File: config.mk
export PLATFORM = sky130hd
export DESIGN_NAME = lamp_switch_spi_config
export DESIGN_NICKNAME = d
export VERILOG_FILES = /design/src/lamp_switch_spi_config.v
export VERILOG_INCLUDE_DIRS = /design/src
export SDC_FILE = /design/constraint.sdc
export NUM_CORES = 1
export LEC_CHECK = 0
export BUFFER_PORTS_ARGS = -buffer_cell sky130_fd_sc_hd__buf_2
export CAP_MARGIN = 10
export CELL_PAD_IN_SITES_DETAIL_PLACEMENT = 1
export CELL_PAD_IN_SITES_GLOBAL_PLACEMENT = 1
export CORE_ASPECT_RATIO = 1.2
export CORE_MARGIN = 4
export CORE_UTILIZATION = 50
export DETAILED_ROUTE_END_ITERATION = 16
export PLACE_DENSITY = 0.88
export SLEW_MARGIN = 5
export SYNTH_ARGS = -nofsm -noshare
export SYNTH_HDL_FRONTEND = slang
export SYNTH_SLANG_ARGS = --single-unit
File: constraint.sdc
create_clock -name sys_clk -period 8.3 [get_ports sys_clk]
set_clock_uncertainty 0.05 [all_clocks]
set_input_delay 2.49 -clock sys_clk [delete_from_list [all_inputs] [get_ports sys_clk]]
set_output_delay 2.49 -clock sys_clk [all_outputs]
set_load 0.02 [all_outputs]
File: src/lamp_switch_spi_map.vh
// Register addresses, field positions, reset values and command-word layout
// for the lamp switch serial configuration block. Definitions only.
`ifndef LAMP_SWITCH_SPI_MAP_VH
`define LAMP_SWITCH_SPI_MAP_VH

// Five-bit register addresses (word bits 14:10, low three bits for per-output)
`define ADDR_READBACK_SEL   3'h0
`define ADDR_PULSE          3'h1
`define ADDR_SWITCH_CFG     3'h2
`define ADDR_FAULT_CFG      3'h3
`define ADDR_OVERCURRENT    3'h4
`define ADDR_GLOBAL_CFG     5'h05
`define ADDR_OSC_CAL        5'h07

// Command word fields
`define WORD_BITS           16
`define FLD_WDOG            15
`define FLD_ADDR_HI         14
`define FLD_ADDR_LO         10
`define FLD_OUT_HI          14
`define FLD_OUT_LO          13
`define FLD_REG_HI          12
`define FLD_REG_LO          10

// Overcurrent profile fields
`define OCP_XENON_DIS       8
`define OCP_COOL_HI         7
`define OCP_COOL_LO         6
`define OCP_INRUSH_HI       5
`define OCP_INRUSH_LO       4
`define OCP_HI_SWAP         3
`define OCP_STEADY_HI       2
`define OCP_STEADY_LO       1
`define OCP_MODE            0

// Global configuration fields
`define GCFG_FAIL_DET_EN    8
`define GCFG_PWM_EN         7
`define GCFG_CLK_SEL        6
`define GCFG_TEMP_EN        5
`define GCFG_FB_EN          4
`define GCFG_FB_OUT_HI      3
`define GCFG_FB_OUT_LO      2
`define GCFG_OVERVOLTAGE_PROTECT_DISABLE         0

// Reset values
`define RST_REG9            9'h000
`define RST_WORD            16'h0000
`define RST_SEL             5'h00
`define RST_COUNT           4'h0

// Feedback pin modes
`define FB_OFF              2'h0
`define FB_CURRENT          2'h1
`define FB_TEMP             2'h2

`endif

File: src/lamp_switch_spi_config.v
// Serial configuration registers of a four-channel lamp switch: overcurrent
// profile per output, global configuration, calibration, readback selection.
// Assumes chip select, serial clock and serial in arrive asynchronously and
// are oversampled by sys_clk; serial clock must be well below sys_clk / 4.
// A frame that is not a whole number of words changes no register and no readback selection.
// Functional notes
// - Overcurrent profile write goes only to the output chosen by word bits 14:13.
// - Profile bit 8 set disables xenon overcurrent profile for that output.
// - Profile bits 7:6 pick cooling curve: medium, slow, fast, medium.
// - Profile bits 5:4 pick inrush curve: slow, fast, medium, very slow.
// - Profile bit 3 swaps in second high threshold during first window.
// - Profile bits 2:1 pick steady limit: level two, three, four, one.
// - Profile bit 0 adds cooling management to inrush management.
// - Global bit 8 enables supply-fail detector and fail-safe pulse-driven outputs.
// - Global bit 7 drives outputs from pulse registers, ignoring direct inputs.
// - Global bit 6 picks pulse clock source when pulse module enabled.
// - Global bits 5:4 set feedback pin: off, current copy, temperature.
// - Global bits 3:2 choose which output current is copied.
// - Global bit 0 set disables overvoltage protection.
// - Chip select fall loads output word, shifted out MSB first.
// - First sixteen output bits: bit 15 of previous valid command, selection, a one, selected data.
// - Bits beyond sixteen echo bits shifted in since chip select fell.
// - Chip select rise latches data only if bit count is multiple of sixteen.
// - After valid frame serial out floats and fault status accepts news.
// - Low five bits of last readback command choose returned register.
// - Upper two select bits choose output for per-output registers.
// - Readback selection persists until another readback command.
// - Invalid-length frame leaves selection and registers untouched.
// - Address is word bits 14:10; codes 00 to 11 select outputs 0 to 3.
`timescale 1ns/1ps
`include "lamp_switch_spi_map.vh"

module lamp_switch_spi_config #(
    parameter REG_W = 9,
    parameter OUTS  = 4
) (
    // Clock and reset
    input  wire             sys_clk,
    input  wire             nrst,
    // Serial link from the master
    input  wire             chipSelectLow,
    input  wire             serialClk,
    input  wire             serialIn,
    output reg              serialOut,
    output reg              serialOutEnableLow,
    // Status fed into readback
    input  wire [7:0]       faultStatus0,
    input  wire [7:0]       faultStatus1,
    input  wire [7:0]       faultStatus2,
    input  wire [7:0]       faultStatus3,
    input  wire             powerOnSeen,
    // Frame outcome
    output reg              faultAccept,
    // Overcurrent profile fields, one slice per output
    output reg  [OUTS-1:0]  xenonProfileDisable,
    output reg  [2*OUTS-1:0] coolingCurve,
    output reg  [2*OUTS-1:0] inrushCurve,
    output reg  [OUTS-1:0]  highThresholdSwap,
    output reg  [2*OUTS-1:0] steadyLimit,
    output reg  [OUTS-1:0]  overcurrentModeSelect,
    // Global configuration
    output reg              supplyFailDetectEnable,
    output reg              pulseModuleEnable,
    output reg              pulseClockInternal,
    output reg  [1:0]       feedbackMode,
    output reg  [1:0]       feedbackOutputSelect,
    output reg              overvoltageProtectDisable,
    output reg  [REG_W-1:0] oscillatorCalibration
);

    // Link pins are asynchronous: two flops each before any logic reads them
    // Edge detectors start at the idle pin levels, so reset makes no false edge
    reg [1:0] csSync;
    reg [1:0] sckSync;
    reg [1:0] siSync;
    reg       csPrev;
    reg       sckPrev;

    always @(posedge sys_clk) begin
        if (!nrst) begin
            csSync  <= 2'h3;
            sckSync <= 2'h0;
            siSync  <= 2'h0;
            csPrev  <= 1'b1;
            sckPrev <= 1'b0;
        end else begin
            csSync  <= {csSync[0], chipSelectLow};
            sckSync <= {sckSync[0], serialClk};
            siSync  <= {siSync[0], serialIn};
            csPrev  <= csSync[1];
            sckPrev <= sckSync[1];
        end
    end

    wire csFall  = csPrev & ~csSync[1];
    wire csRise  = ~csPrev & csSync[1];
    wire active  = ~csSync[1];
    wire sckRise = active & ~sckPrev & sckSync[1];
    wire sckFall = active & sckPrev & ~sckSync[1];

    // Register storage
    reg [REG_W-1:0] ocProfile [0:OUTS-1];
    reg [REG_W-1:0] pulseReg  [0:OUTS-1];
    reg [REG_W-1:0] switchCfg [0:OUTS-1];
    reg [REG_W-1:0] faultCfg  [0:OUTS-1];
    reg [REG_W-1:0] globalCfg;
    reg [4:0]       readSel;
    reg [`WORD_BITS-1:0] lastWord;

    // Shift state
    reg [`WORD_BITS-1:0] rxShift;
    reg [`WORD_BITS-1:0] txShift;
    reg [3:0]            bitCount;
    reg                  gotBits;

    // Output word built from previous valid command and current selection
    wire [1:0] selOut = readSel[4:3];
    reg  [7:0] selFault;
    reg  [8:0] selData;

    always @* begin
        case (selOut)
            2'h0:    selFault = faultStatus0;
            2'h1:    selFault = faultStatus1;
            2'h2:    selFault = faultStatus2;
            default: selFault = faultStatus3;
        endcase

        case (readSel[2:0])
            `ADDR_READBACK_SEL: selData = {powerOnSeen, selFault};
            `ADDR_PULSE:        selData = pulseReg[selOut];
            `ADDR_SWITCH_CFG:   selData = switchCfg[selOut];
            `ADDR_FAULT_CFG:    selData = faultCfg[selOut];
            `ADDR_OVERCURRENT:  selData = ocProfile[selOut];
            // Global and calibration exist once; other output codes read back zero
            default: begin
                if (readSel == `ADDR_GLOBAL_CFG)
                    selData = globalCfg;
                else if (readSel == `ADDR_OSC_CAL)
                    selData = oscillatorCalibration;
                else
                    selData = 9'h000;
            end
        endcase
    end

    // Bit 9 of the reply always reads one in normal operation
    wire [`WORD_BITS-1:0] replyWord = {lastWord[`FLD_WDOG], readSel, 1'b1, selData};

    // Decode of the received word
    // Only the last sixteen bits of a longer frame are decoded
    wire [4:0]       rxAddr = rxShift[`FLD_ADDR_HI:`FLD_ADDR_LO];
    wire [1:0]       rxOut  = rxShift[`FLD_OUT_HI:`FLD_OUT_LO];
    wire [2:0]       rxReg  = rxShift[`FLD_REG_HI:`FLD_REG_LO];
    wire [REG_W-1:0] rxData = rxShift[REG_W-1:0];
    wire             frameOk = gotBits & (bitCount == 4'h0);

    // Write strobes per register kind; only a whole-word frame end raises them
    wire frameEnd = csRise & frameOk;
    wire wrSelect = frameEnd & (rxReg == `ADDR_READBACK_SEL);
    wire wrPulse  = frameEnd & (rxReg == `ADDR_PULSE);
    wire wrSwitch = frameEnd & (rxReg == `ADDR_SWITCH_CFG);
    wire wrFault  = frameEnd & (rxReg == `ADDR_FAULT_CFG);
    wire wrProf   = frameEnd & (rxReg == `ADDR_OVERCURRENT);
    wire wrGlobal = frameEnd & (rxAddr == `ADDR_GLOBAL_CFG);
    wire wrOscCal = frameEnd & (rxAddr == `ADDR_OSC_CAL);

    integer i;

    // Link side: shift registers, bit count and the serial output pin
    always @(posedge sys_clk) begin
        if (!nrst) begin
            rxShift            <= `RST_WORD;
            txShift            <= `RST_WORD;
            bitCount           <= `RST_COUNT;
            gotBits            <= 1'b0;
            serialOut          <= 1'b0;
            serialOutEnableLow <= 1'b1;
            faultAccept        <= 1'b0;
        end else begin
            faultAccept <= frameEnd;
            if (csFall) begin
                // Reply is frozen here, so status moving mid-frame cannot tear it
                txShift            <= replyWord;
                serialOut          <= replyWord[`WORD_BITS-1];
                serialOutEnableLow <= 1'b0;
                bitCount           <= `RST_COUNT;
                gotBits            <= 1'b0;
            end else if (sckRise) begin
                rxShift  <= {rxShift[`WORD_BITS-2:0], siSync[1]};
                bitCount <= bitCount + 4'h1;
                gotBits  <= 1'b1;
            end else if (sckFall) begin
                // Echo the bit taken at the rising edge; the pin may already hold the next one
                txShift   <= {txShift[`WORD_BITS-2:0], rxShift[0]};
                serialOut <= txShift[`WORD_BITS-2];
            end else if (csRise) begin
                // Any frame end floats the pin, even one of a bad length
                serialOutEnableLow <= 1'b1;
            end
        end
    end

    // Register side: storage and readback selection
    always @(posedge sys_clk) begin
        if (!nrst) begin
            for (i = 0; i < OUTS; i = i + 1) begin
                ocProfile[i] <= `RST_REG9;
                pulseReg[i]  <= `RST_REG9;
                switchCfg[i] <= `RST_REG9;
                faultCfg[i]  <= `RST_REG9;
            end
            globalCfg             <= `RST_REG9;
            oscillatorCalibration <= `RST_REG9;
            readSel               <= `RST_SEL;
            lastWord              <= `RST_WORD;
        end else begin
            // A bad-length frame raises no strobe, so the reply stays as before
            if (frameEnd)
                lastWord <= rxShift;
            if (wrSelect)
                readSel <= rxShift[4:0];
            if (wrPulse)
                pulseReg[rxOut] <= rxData;
            if (wrSwitch)
                switchCfg[rxOut] <= rxData;
            if (wrFault)
                faultCfg[rxOut] <= rxData;
            if (wrProf)
                ocProfile[rxOut] <= rxData;
            if (wrGlobal)
                globalCfg <= rxData;
            if (wrOscCal)
                oscillatorCalibration <= rxData;
        end
    end

    // Per-output profile fields gathered into flat vectors
    wire [OUTS-1:0]   next_xenonProfileDisable;
    wire [2*OUTS-1:0] next_coolingCurve;
    wire [2*OUTS-1:0] next_inrushCurve;
    wire [OUTS-1:0]   next_highThresholdSwap;
    wire [2*OUTS-1:0] next_steadyLimit;
    wire [OUTS-1:0]   next_overcurrentModeSelect;

    genvar g;

    generate
        for (g = 0; g < OUTS; g = g + 1) begin : g_profile
            assign next_xenonProfileDisable[g]   = ocProfile[g][`OCP_XENON_DIS];
            assign next_coolingCurve[2*g+:2]     = ocProfile[g][`OCP_COOL_HI:`OCP_COOL_LO];
            assign next_inrushCurve[2*g+:2]      = ocProfile[g][`OCP_INRUSH_HI:`OCP_INRUSH_LO];
            assign next_highThresholdSwap[g]     = ocProfile[g][`OCP_HI_SWAP];
            assign next_steadyLimit[2*g+:2]      = ocProfile[g][`OCP_STEADY_HI:`OCP_STEADY_LO];
            assign next_overcurrentModeSelect[g] = ocProfile[g][`OCP_MODE];
        end
    endgenerate

    // Field outputs registered from the storage
    // One cycle behind the stored value, so every output comes from a flop
    reg [1:0] fbMode;

    always @* begin
        // Current copy wins when both feedback bits are set
        if (globalCfg[`GCFG_FB_EN])
            fbMode = `FB_CURRENT;
        else if (globalCfg[`GCFG_TEMP_EN])
            fbMode = `FB_TEMP;
        else
            fbMode = `FB_OFF;
    end

    always @(posedge sys_clk) begin
        if (!nrst) begin
            xenonProfileDisable       <= {OUTS{1'b0}};
            coolingCurve              <= {2*OUTS{1'b0}};
            inrushCurve               <= {2*OUTS{1'b0}};
            highThresholdSwap         <= {OUTS{1'b0}};
            steadyLimit               <= {2*OUTS{1'b0}};
            overcurrentModeSelect     <= {OUTS{1'b0}};
            supplyFailDetectEnable    <= 1'b0;
            pulseModuleEnable         <= 1'b0;
            pulseClockInternal        <= 1'b0;
            feedbackMode              <= `FB_OFF;
            feedbackOutputSelect      <= 2'h0;
            overvoltageProtectDisable <= 1'b0;
        end else begin
            xenonProfileDisable       <= next_xenonProfileDisable;
            coolingCurve              <= next_coolingCurve;
            inrushCurve               <= next_inrushCurve;
            highThresholdSwap         <= next_highThresholdSwap;
            steadyLimit               <= next_steadyLimit;
            overcurrentModeSelect     <= next_overcurrentModeSelect;
            supplyFailDetectEnable    <= globalCfg[`GCFG_FAIL_DET_EN];
            pulseModuleEnable         <= globalCfg[`GCFG_PWM_EN];
            // Clock choice is meaningless with the module off, so it is masked
            pulseClockInternal        <= globalCfg[`GCFG_PWM_EN] & globalCfg[`GCFG_CLK_SEL];
            feedbackMode              <= fbMode;
            feedbackOutputSelect      <= globalCfg[`GCFG_FB_OUT_HI:`GCFG_FB_OUT_LO];
            overvoltageProtectDisable <= globalCfg[`GCFG_OVERVOLTAGE_PROTECT_DISABLE];
        end
    end

endmodule // lamp_switch_spi_config

# == Word level (Yosys, flattened, before mapping) ==
# Memory sizes are Yosys's and may differ from the RTL's. A register that Yosys moved wholly into a read port is not among the register bits.
# Cells that the tools add are included.
# classes
addsub,1
eq_ne,16
muxes,49
n_bitwise,22
n_reduce_logical,19
# ops
op,count
$mux 9,6
$mux 15,3
$pmux 9 s5,1
$reduce_or 9->1,4
$mux 2,13
$mux 1,25
$pmux 8 s3,1
$eq 5x3->1 const B,4
$and 1x1->1,16
$eq 3x2->1 const B,4
$eq 3x1->1 const B,2
$eq 3x3->1 const B,2
$logic_not 3->1,2
$not 1->1,6
$add 4x1->4 const B,1
$logic_not 1->1,4
$logic_not 4->1,1
$ne 2x2->1 const B,2
$reduce_and 2->1,2
$reduce_bool 2->1,2
$reduce_or 2->1,2
$reduce_and 3->1,1
$eq 2x1->1 const B,1
$eq 2x2->1 const B,1
$logic_not 2->1,1
# word_totals
ff_bits,94
mem_bits_rw,144
input_bits,38
out_inout_bits,56
elab_cells,134
memories,4
# mem_list
name,depth,word_bits,read_ports,rd_clocked_by_memory_dff,write_ports,line_no,rtl
faultCfg,4,9,1,1,4,lamp_switch_spi_config.v:105,reg [REG_W-1:0] faultCfg [0:OUTS-1];
ocProfile,4,9,5,5,4,lamp_switch_spi_config.v:102,reg [REG_W-1:0] ocProfile [0:OUTS-1];
pulseReg,4,9,1,1,4,lamp_switch_spi_config.v:103,reg [REG_W-1:0] pulseReg [0:OUTS-1];
switchCfg,4,9,1,1,4,lamp_switch_spi_config.v:104,reg [REG_W-1:0] switchCfg [0:OUTS-1];

# == Logic depth before layout (Yosys ltp) ==
# Gate-level depths: netlist of run 1.
# depth
ltp_word,9
ltp_mapped,9
depth_no_buf,6

# == Worst setup path before layout of run 1 ==
# Ideal clock, no wire load.
# synth_path
path_type,input port to flip-flop
from,in nrst
to,"mem pulseReg[2][0], enable pin"
setup_ns,0.387
arrival_ns,3.985
required_time_ns,7.863
slack_ns,3.878
stages,4
n_path_buf,1
path_cell_list,buf_2 -> inv_2 -> or3_1 -> o21ai_0
# synth_lines
element,line_no,rtl
"start, declared",lamp_switch_spi_config.v:39,"input wire nrst,"
"end, declared",lamp_switch_spi_config.v:103,

==> results.json, run 1 <==
{
  "async_flop_share_pct": 0,
  "synth-edff-count": 144,
  "leakagePower_nw": 4.83,
  "initial_utilization_pct": 51.0,
  "synth_common_cells": "and2_1, edfxtp_1, dfxtp_1",
  "io_pins": 94,
  "synthesis.area_sq_um": 11500,
  "fin_crit_ns": 4.78,
  "dp_hpwl_mm": 22.3,
  "vias_per_cell": 6.07,
  "startpoint": "nrst",
  "crit_arrival_ns": 4.90,
  "ys.flop_type": "edfxtp_1",
  "post_cts_buffers": 0,
  "clk_pin_slew_worst_paths_ns": 0.06,
  "grt_pass1_wl_mm": 53.0,
  "first_pass_iters": 5,
  "num_vias": 8196,
  "n_fill_cell": 2309,
  "core_sq_um": 22600,
  "worstSkewPairLatency_ns": 0.54,
  "status": "finished, final reports clean",
  "synth-seq-cells": 261,
  "cp-end-kind": "flip-flop",
  "cts_resized": 0,
  "final_layout_size_suffix_gt1_share_pct": 18.7,
  "hold_path.class": "flip-flop to flip-flop",
  "area_growth_pct": 12.5,
  "regArea_sq_um": 6670,
  "clk_path_buf_depth": 3,
  "drc": 0,
  "max_freq_mhz": 209,
  "wl_mm": 34.8,
  "place_area_sq_um": 12100,
  "path_max_fanout": 47,
  "synth_area_leaders": "edfxtp_1, dfxtp_1, and2_1",
  "clock-root-buffer": "clkbuf_16",
  "die_area_sq_um": 25600,
  "die_w_um": 147,
  "cp.required_ns": 8.42,
  "yosysMostFrequentCell": "and2_1",
  "synth_cell_types": 69,
  "cts_tree": "yes",
  "synth_warnings": 0,
  "setup.worst_path.start_class": "input port",
  "syn_avg_cell_area_sq_um": 12.0,
  "multiInputGateArea_sq_um": 4460,
  "antenna_left": 0,
  "worstHoldStart": "csSync[0]",
  "place.gp.congestion": 0.856,
  "cts_hold_buf": 0,
  "min_period_over_period_pct": 57.6,
  "r2r_start": "bitCount[0]",
  "nNetsFinal": 1062,
  "yosys.area.top_type": "edfxtp_1",
  "syn_nets": 1000,
  "grt_pass1_vias": 8732,
  "syn_inst": 958,
  "rsz0062_at_grt": "no",
  "cts.sinks": 261,
  "cts_htree_levels": 1,
  "wire_per_inst_um": 25.8,
  "synth_top_area_share_pct": 37.5,
  "antenna_cells": 0,
  "grt_overflow": 0,
  "setup_tns_ns": 0,
  "antenna_found_initial": 1,
  "numCtsBuffers": 26,
  "maxCapViolCount": 0,
  "grt_max_degree": 53,
  "worstMarginPinSlew_ns": 1.13,
  "relSlewSlack_pct": 24.8,
  "grt_use_total_pct": 26.8,
  "design_area_sq_um": 13000,
  "worstSetupPathType": "input port to flip-flop",
  "first_iter_violations": 761,
  "port_buffers": 93,
  "die_h_um": 174,
  "p_per_area_nw_per_um2": 207,
  "slew_violations": 0,
  "setup_viol": 0,
  "vdd_drop_max_uv": 118,
  "row_count": 60,
  "finalHoldViolations": 0,
  "yosysSeqAreaShare_pct": 57.8
}
[critical path: stages]
cell and delay (ns):
buf_2 0.08, buf_4 0.38, inv_2 0.44, or3_1 0.63, nor3_4 0.37, nand2b_1 0.47
[state kept, by name, summed over array words and instances, names as in the netlist, 2 cells and up, named ones only]
signal / flops
globalCfg: 9
overcurrentModeSelect: 4
pulseReg: 36
ocProfile: 36
switchCfg: 36
feedbackMode: 2
highThresholdSwap: 4
inrushCurve: 8
siSync: 2
feedbackOutputSelect: 2
csSync: 2
xenonProfileDisable: 4
bitCount: 4
steadyLimit: 8
faultCfg: 36
readSel: 5
coolingCurve: 8
sckSync: 2
txShift: 15
oscillatorCalibration: 9
rxShift: 16
[cell families after synthesis]
group / count (synthesis) / synth area share [%]
fa+ha+maj: 4 / 0.434
compound gates: 113 / 6.49
mux: 115 / 10.8
simple gates: 375 / 20.6
buf+inv: 87 / 3.58
xor+xnor: 3 / 0.228
flops: 261 / 57.8
[metal layers]
metal | up-vias | wire (um) | track usage, %
met5 | - | 13 | 0
met3 | 152 | 2640 | 5.37
met2 | 424 | 17100 | 45.3
li1 | 3535 | - | -
met1 | 4083 | 12700 | 31.7
met4 | 2 | 2390 | 15.8
[worst paths after layout]
path              cells past startpoint  slack (ns)              to
setup / recovery                      6        3.52  pulseReg[0][5]
hold reg to reg                       1        0.38       csSync[1]
hold / removal                        1        0.38       csSync[1]
setup reg to reg                      8        5.30  faultCfg[3][4]
[power by group]
group,switching (W),internal [W]
clock network,0.000500,0.000674
logic,0.0000625,0.0000314
registers,0.0000165,0.00139
[stage by stage]
| stage | setup slack, ns | hold slack (ns) | util [%] | std cells | total power [W] |
|---|---|---|---|---|---|
| finish | 3.52 | 0.376 | 57.4 | 1350 | 0.00268 |
| global route | 3.41 | 0.390 | 57.4 | 1350 | 0.00276 |
| CTS | 3.32 | 0.378 | 57.4 | 1349 | 0.00269 |
| detailed placement | 2.87 | 0.350 | 53.6 | 1301 | 0.00153 |
| global placement | 3.03 | 0.344 | 53.6 | 1299 | 0.00152 |
| floorplan | 3.88 | 0.336 | - | 958 | 0.00149 |
[cell type report]
cell class	count	area share [%]
clock buffer	39	5.94
clock inverter	9	0.589
inverter	17	0.492
multi-input combinational	610	34.4
sequential	261	51.4
tap	310	2.99
timing repair buffer	104	4.19
[cells in the final DEF (no fill, tap or decap), drive strengths merged, types with 8 or more instances in the layout]
cell,n
buf,104
and2,188
o22ai,25
a21oi,31
nand2b,9
nand2,86
nor2,26
edfxtp,144
o21ai,11
inv,17
dfxtp,117
clkbuf,39
clkinv,8
mux2i,102
nor3,20
a221oi,10
No activity file was read; power rests on OpenSTA's default activity.
==> run 2: changes to the inputs <==
--- a/config.mk
+++ b/config.mk
@@ -12,9 +12,9 @@
 export CELL_PAD_IN_SITES_GLOBAL_PLACEMENT = 1
 export CORE_ASPECT_RATIO = 1.2
 export CORE_MARGIN = 4
-export CORE_UTILIZATION = 50
+export CORE_UTILIZATION = 49
 export DETAILED_ROUTE_END_ITERATION = 16
-export PLACE_DENSITY = 0.88
+export PLACE_DENSITY = 0.87
 export SLEW_MARGIN = 5
 export SYNTH_ARGS = -nofsm -noshare
 export SYNTH_HDL_FRONTEND = slang
==> constraint.sdc (replaced) <==
create_clock -name sys_clk -period 4.79 [get_ports sys_clk]
set_clock_uncertainty 0.05 [all_clocks]
set_input_delay 1.437 -clock sys_clk [delete_from_list [all_inputs] [get_ports sys_clk]]
set_output_delay 1.437 -clock sys_clk [all_outputs]
set_load 0.02 [all_outputs]
==> run 2 against run 1 <==
  * Worst setup slack worse by 2.0 ns
  * Total power is 69% higher
  * Sequential power is 74% higher
  * Global-route usage is 1.1 points lower
  * Critical path type is now flip-flop to flip-flop
  * Critical endpoint is now switchCfg[3][4]
  * Largest power group unchanged
==> results.json, run 2 (synthesis gave the netlist of run 1 again) <==
{
  "die_area_sq_um": 26100,
  "grt_pass1_wl_mm": 51.6,
  "startpoint": "bitCount[1]",
  "nNetsFinal": 1063,
  "cts_hold_buf": 0,
  "rrSetupSlack_ns": 1.56,
  "min_period_over_period_pct": 67.4,
  "place_area_sq_um": 12100,
  "r2r_start": "bitCount[1]",
  "crit_arrival_ns": 3.31,
  "io_pins": 94,
  "rsz0062_at_grt": "no",
  "cts_resized": 0,
  "setup.worst_path.start_class": "flip-flop",
  "port_buffers": 93,
  "clock-root-buffer": "clkbuf_16",
  "wl_mm": 34.3,
  "antenna_found_initial": 0,
  "cts_htree_levels": 1,
  "worstSetupPathType": "flip-flop to flip-flop",
  "antenna_cells": 0,
  "setup_tns_ns": 0,
  "worstHoldStart": "csSync[0]",
  "mostFrequentLayoutCell": "and2_1",
  "leakagePower_nw": 4.80,
  "grt_pass1_vias": 8584,
  "maxCapViolCount": 0,
  "die_h_um": 176,
  "relSlewSlack_pct": 21.6,
  "status": "finished, final reports clean",
  "hold_depth": 1,
  "first_pass_iters": 5,
  "antenna_left": 0,
  "core_sq_um": 23200,
  "slew_violations": 0,
  "area_growth_pct": 12.1,
  "grt_overflow": 0,
  "fin_crit_ns": 3.23,
  "initial_utilization_pct": 49.7,
  "grt_max_degree": 98,
  "row_count": 61,
  "cts_tree": "yes",
  "layout_common_cells": "and2_1, edfxtp_1, dfxtp_1",
  "worstMarginPinSlew_ns": 1.16,
  "cts.sinks": 261,
  "setup_viol": 0,
  "worstSkewPairLatency_ns": 0.52,
  "path_max_fanout": 9,
  "p_per_area_nw_per_um2": 350,
  "die_w_um": 148,
  "cp.required_ns": 4.87,
  "min_to": "csSync[1]",
  "rr_worst_depth": 6,
  "vias_per_cell": 5.97,
  "clk_pin_slew_worst_paths_ns": 0.06,
  "max_freq_mhz": 310,
  "wire_per_inst_um": 25.3,
  "finalHoldViolations": 0,
  "post_cts_buffers": 0,
  "cp-end-kind": "flip-flop",
  "num_vias": 8081,
  "final_layout_size_suffix_gt1_share_pct": 18.3,
  "clk_path_buf_depth": 3,
  "design_area_sq_um": 12900,
  "first_iter_violations": 671,
  "reg2reg_to": "switchCfg[3][4]",
  "grt_use_total_pct": 25.7,
  "vdd_drop_max_uv": 184,
  "hold_path.class": "flip-flop to flip-flop",
  "place.gp.congestion": 0.810,
  "numCtsBuffers": 25,
  "drc": 0,
  "dp_hpwl_mm": 22.9
}
## run 2: changes by cell type in the layout (fill, tap and decap cells not counted), sizes merged
cell and change:
clkbuf +4, clkinv -5, buf +1, bufinv -1
## run 2: area by class of cell
cell class                 count  area [sq um]
tap                          315           394
clock buffer                  42           759
clock inverter                 3          20.0
sequential                   261          6670
fill                        2428         10300
inverter                      17          63.8
timing repair buffer         106           558
multi-input combinational    610          4460
## run 2: where the power goes
group | internal [W] | total (W) | leakage (nW) | switching, W
combinational | 0.0000548 | 0.000162 | 1.98 | 0.000107
sequential | 0.00242 | 0.00245 | 2.44 | 0.0000293
clock | 0.00108 | 0.00191 | 0.383 | 0.000833
## run 2: worst max path at each step
stage	endpoint	slack, ns	cells after the start
after detailed placement	faultCfg[1][1]	1.19	3
after CTS	faultCfg[1][1]	1.41	6
after global placement	faultCfg[1][0]	1.38	5
after floorplan	pulseReg[2][0]	1.42	4
final	switchCfg[3][4]	1.56	6
after global routing	pulseReg[3][2]	1.33	6
## run 2: metal layers
metal	share of wire [%]	vias to the layer above	track usage [%]
li1	-	3535	-
met1	37	4104	30.2
met2	51	336	45.2
met3	6.0	106	3.83
met4	5.9	0	14.4
met5	0	-	0
## run 2: worst max-delay path, cell delays in order (launching register included)
cell and delay, ns:
dfxtp_1 0.33, inv_1 0.09, ha_1 0.13, nor4bb_2 0.59, nand3b_4 0.30, or2_2 0.42
o21ai_0 0.93
## run 2: stage by stage
stage | power (W) | util [%] | std cells | setup WS, ns | hold WS [ns]
floorplan | 0.00258 | - | 958 | 1.42 | 0.336
global placement | 0.00264 | 52.3 | 1307 | 1.38 | 0.345
detailed placement | 0.00265 | 52.3 | 1307 | 1.19 | 0.357
CTS | 0.00453 | 55.7 | 1352 | 1.41 | 0.372
global route | 0.00465 | 55.7 | 1354 | 1.33 | 0.397
finish | 0.00452 | 55.7 | 1354 | 1.56 | 0.366
==> run 3: changes to the inputs <==
==> constraint.sdc (replaced) <==
create_clock -name sys_clk -period 3 [get_ports sys_clk]
set_clock_uncertainty 0.05 [all_clocks]
set_input_delay 0.9 -clock sys_clk [delete_from_list [all_inputs] [get_ports sys_clk]]
set_output_delay 0.9 -clock sys_clk [all_outputs]
set_load 0.02 [all_outputs]
==> run 3 against run 2 <==
  * Sequential power rose by 59%
  * Non-clock buffer count rose by 26
  * Routed wire length rose by 0.85%
  * Sequential cell count did not move
  * Total power rose by 63%
  * Critical path type unchanged
  * Largest cell class unchanged
==> results.json, run 3 (synthesis gave the netlist of run 1 again) <==
{
  "wire_per_inst_um": 25.0,
  "max_freq_mhz": 390,
  "core_sq_um": 23200,
  "first_pass_iters": 5,
  "die_h_um": 176,
  "io_pins": 94,
  "rrSetupSlack_ns": 0.44,
  "first_iter_violations": 722,
  "setup_tns_ns": 0,
  "cts_tree": "yes",
  "grt_pass1_wl_mm": 52.7,
  "die_area_sq_um": 26100,
  "drc": 0,
  "post_cts_buffers": 0,
  "row_count": 61,
  "worstMarginPinSlew_ns": 1.15,
  "final_util_pct": 56.9,
  "n_fill_cell": 2447,
  "vias_per_cell": 5.87,
  "clock-root-buffer": "clkbuf_16",
  "antenna_left": 0,
  "dpl_worst_slack_ns": 0.211,
  "clk_path_buf_depth": 3,
  "grt_overflow": 0,
  "cp-end-kind": "flip-flop",
  "die_w_um": 148,
  "cts_resized": 0,
  "crit_arrival_ns": 2.75,
  "maxCapViolCount": 0,
  "grt_max_degree": 54,
  "clk_pin_slew_worst_paths_ns": 0.06,
  "setup.worst_path.start_class": "flip-flop",
  "rsz0062_at_grt": "no",
  "setup_viol": 0,
  "cp-endpoint": "pulseReg[2][1]",
  "final_layout_size_suffix_gt1_share_pct": 21.3,
  "worstSetupPathType": "flip-flop to flip-flop",
  "antenna_cells": 0,
  "status": "finished, final reports clean",
  "r2r_start": "bitCount[0]",
  "hold_depth": 1,
  "startpoint": "bitCount[0]",
  "finalHoldViolations": 0,
  "cts_hold_buf": 0,
  "worstSkewPairLatency_ns": 0.54,
  "hold_path.class": "flip-flop to flip-flop",
  "port_buffers": 93,
  "min_period_over_period_pct": 85.4,
  "p_per_area_nw_per_um2": 559,
  "num_vias": 8123,
  "slew_violations": 0,
  "mostFrequentLayoutCell": "and2_1",
  "leakagePower_nw": 4.98,
  "area_growth_pct": 14.5,
  "reg2reg_to": "pulseReg[2][1]",
  "multiInputGateArea_sq_um": 4470,
  "place.gp.congestion": 0.876,
  "grt_use_total_pct": 26.3,
  "numCtsBuffers": 26,
  "cp.required_ns": 3.19,
  "nNetsFinal": 1090,
  "worst_slack_ns": 0.439,
  "cts.sinks": 261,
  "rr_worst_depth": 9,
  "grt_pass1_vias": 8618,
  "path_max_fanout": 9,
  "dp_hpwl_mm": 23.5,
  "layout_common_cells": "and2_1, edfxtp_1, dfxtp_1",
  "antenna_found_initial": 0,
  "initial_utilization_pct": 49.7,
  "vdd_drop_max_uv": 343,
  "fin_crit_ns": 2.56,
  "relSlewSlack_pct": 23.3,
  "cts_htree_levels": 1,
  "wl_mm": 34.6,
  "regArea_sq_um": 6670
}
[run 3: through the flow]
stage               std cells  power (W)  hold slack [ns]  cell area [sq um]
global route             1383    0.00760            0.407              13200
detailed placement       1334    0.00424            0.361              12300
CTS                      1382    0.00741            0.375              13200
global placement         1334    0.00422            0.351              12300
finish                   1383    0.00737            0.369              13200
floorplan                 958    0.00411            0.336              11500
[run 3: layout make-up]
| cell class | instances | area share (%) |
|---|---|---|
| Inverter | 17 | 0.483 |
| Timing Repair Buffer | 132 | 5.82 |
| Multi-Input combinational cell | 610 | 33.8 |
| Sequential cell | 261 | 50.5 |
| Clock inverter | 14 | 0.626 |
| Tap cell | 315 | 2.99 |
| Clock buffer | 34 | 5.72 |
[run 3: worst max-delay path: stages, from the launching register on]
cell	delay (ns)
dfxtp_1	0.34
inv_1	0.08
ha_1	0.13
nor4bb_2	0.26
buf_4	0.23
nand3b_4	0.10
buf_4	0.23
or2_2	0.38
o21ai_0	0.23
buf_4	0.23
[run 3: worst min path at each step]
stage	start	to	slack (ns)
6_report	csSync[0]	csSync[1]	0.37
3_5_place_dp	csSync[0]	csSync[1]	0.36
5_1_grt	csSync[0]	csSync[1]	0.41
4_1_cts	csSync[0]	csSync[1]	0.37
3_3_place_gp	csSync[0]	csSync[1]	0.35
2_1_floorplan	csSync[0]	csSync[1]	0.34
[run 3: report_power, final]
group	switching, W	leakage [nW]	internal (W)
registers	0.0000459	2.44	0.00386
clock network	0.00142	0.423	0.00179
logic	0.000168	2.12	0.0000922
[run 3: per-layer routing]
layer	GRT usage [%]	up-vias	wire length, um
met2	47.0	392	17600
met3	4.39	112	2700
met1	30.9	4022	12600
met5	0	-	0
met4	12.3	0	1710
li1	-	3597	-
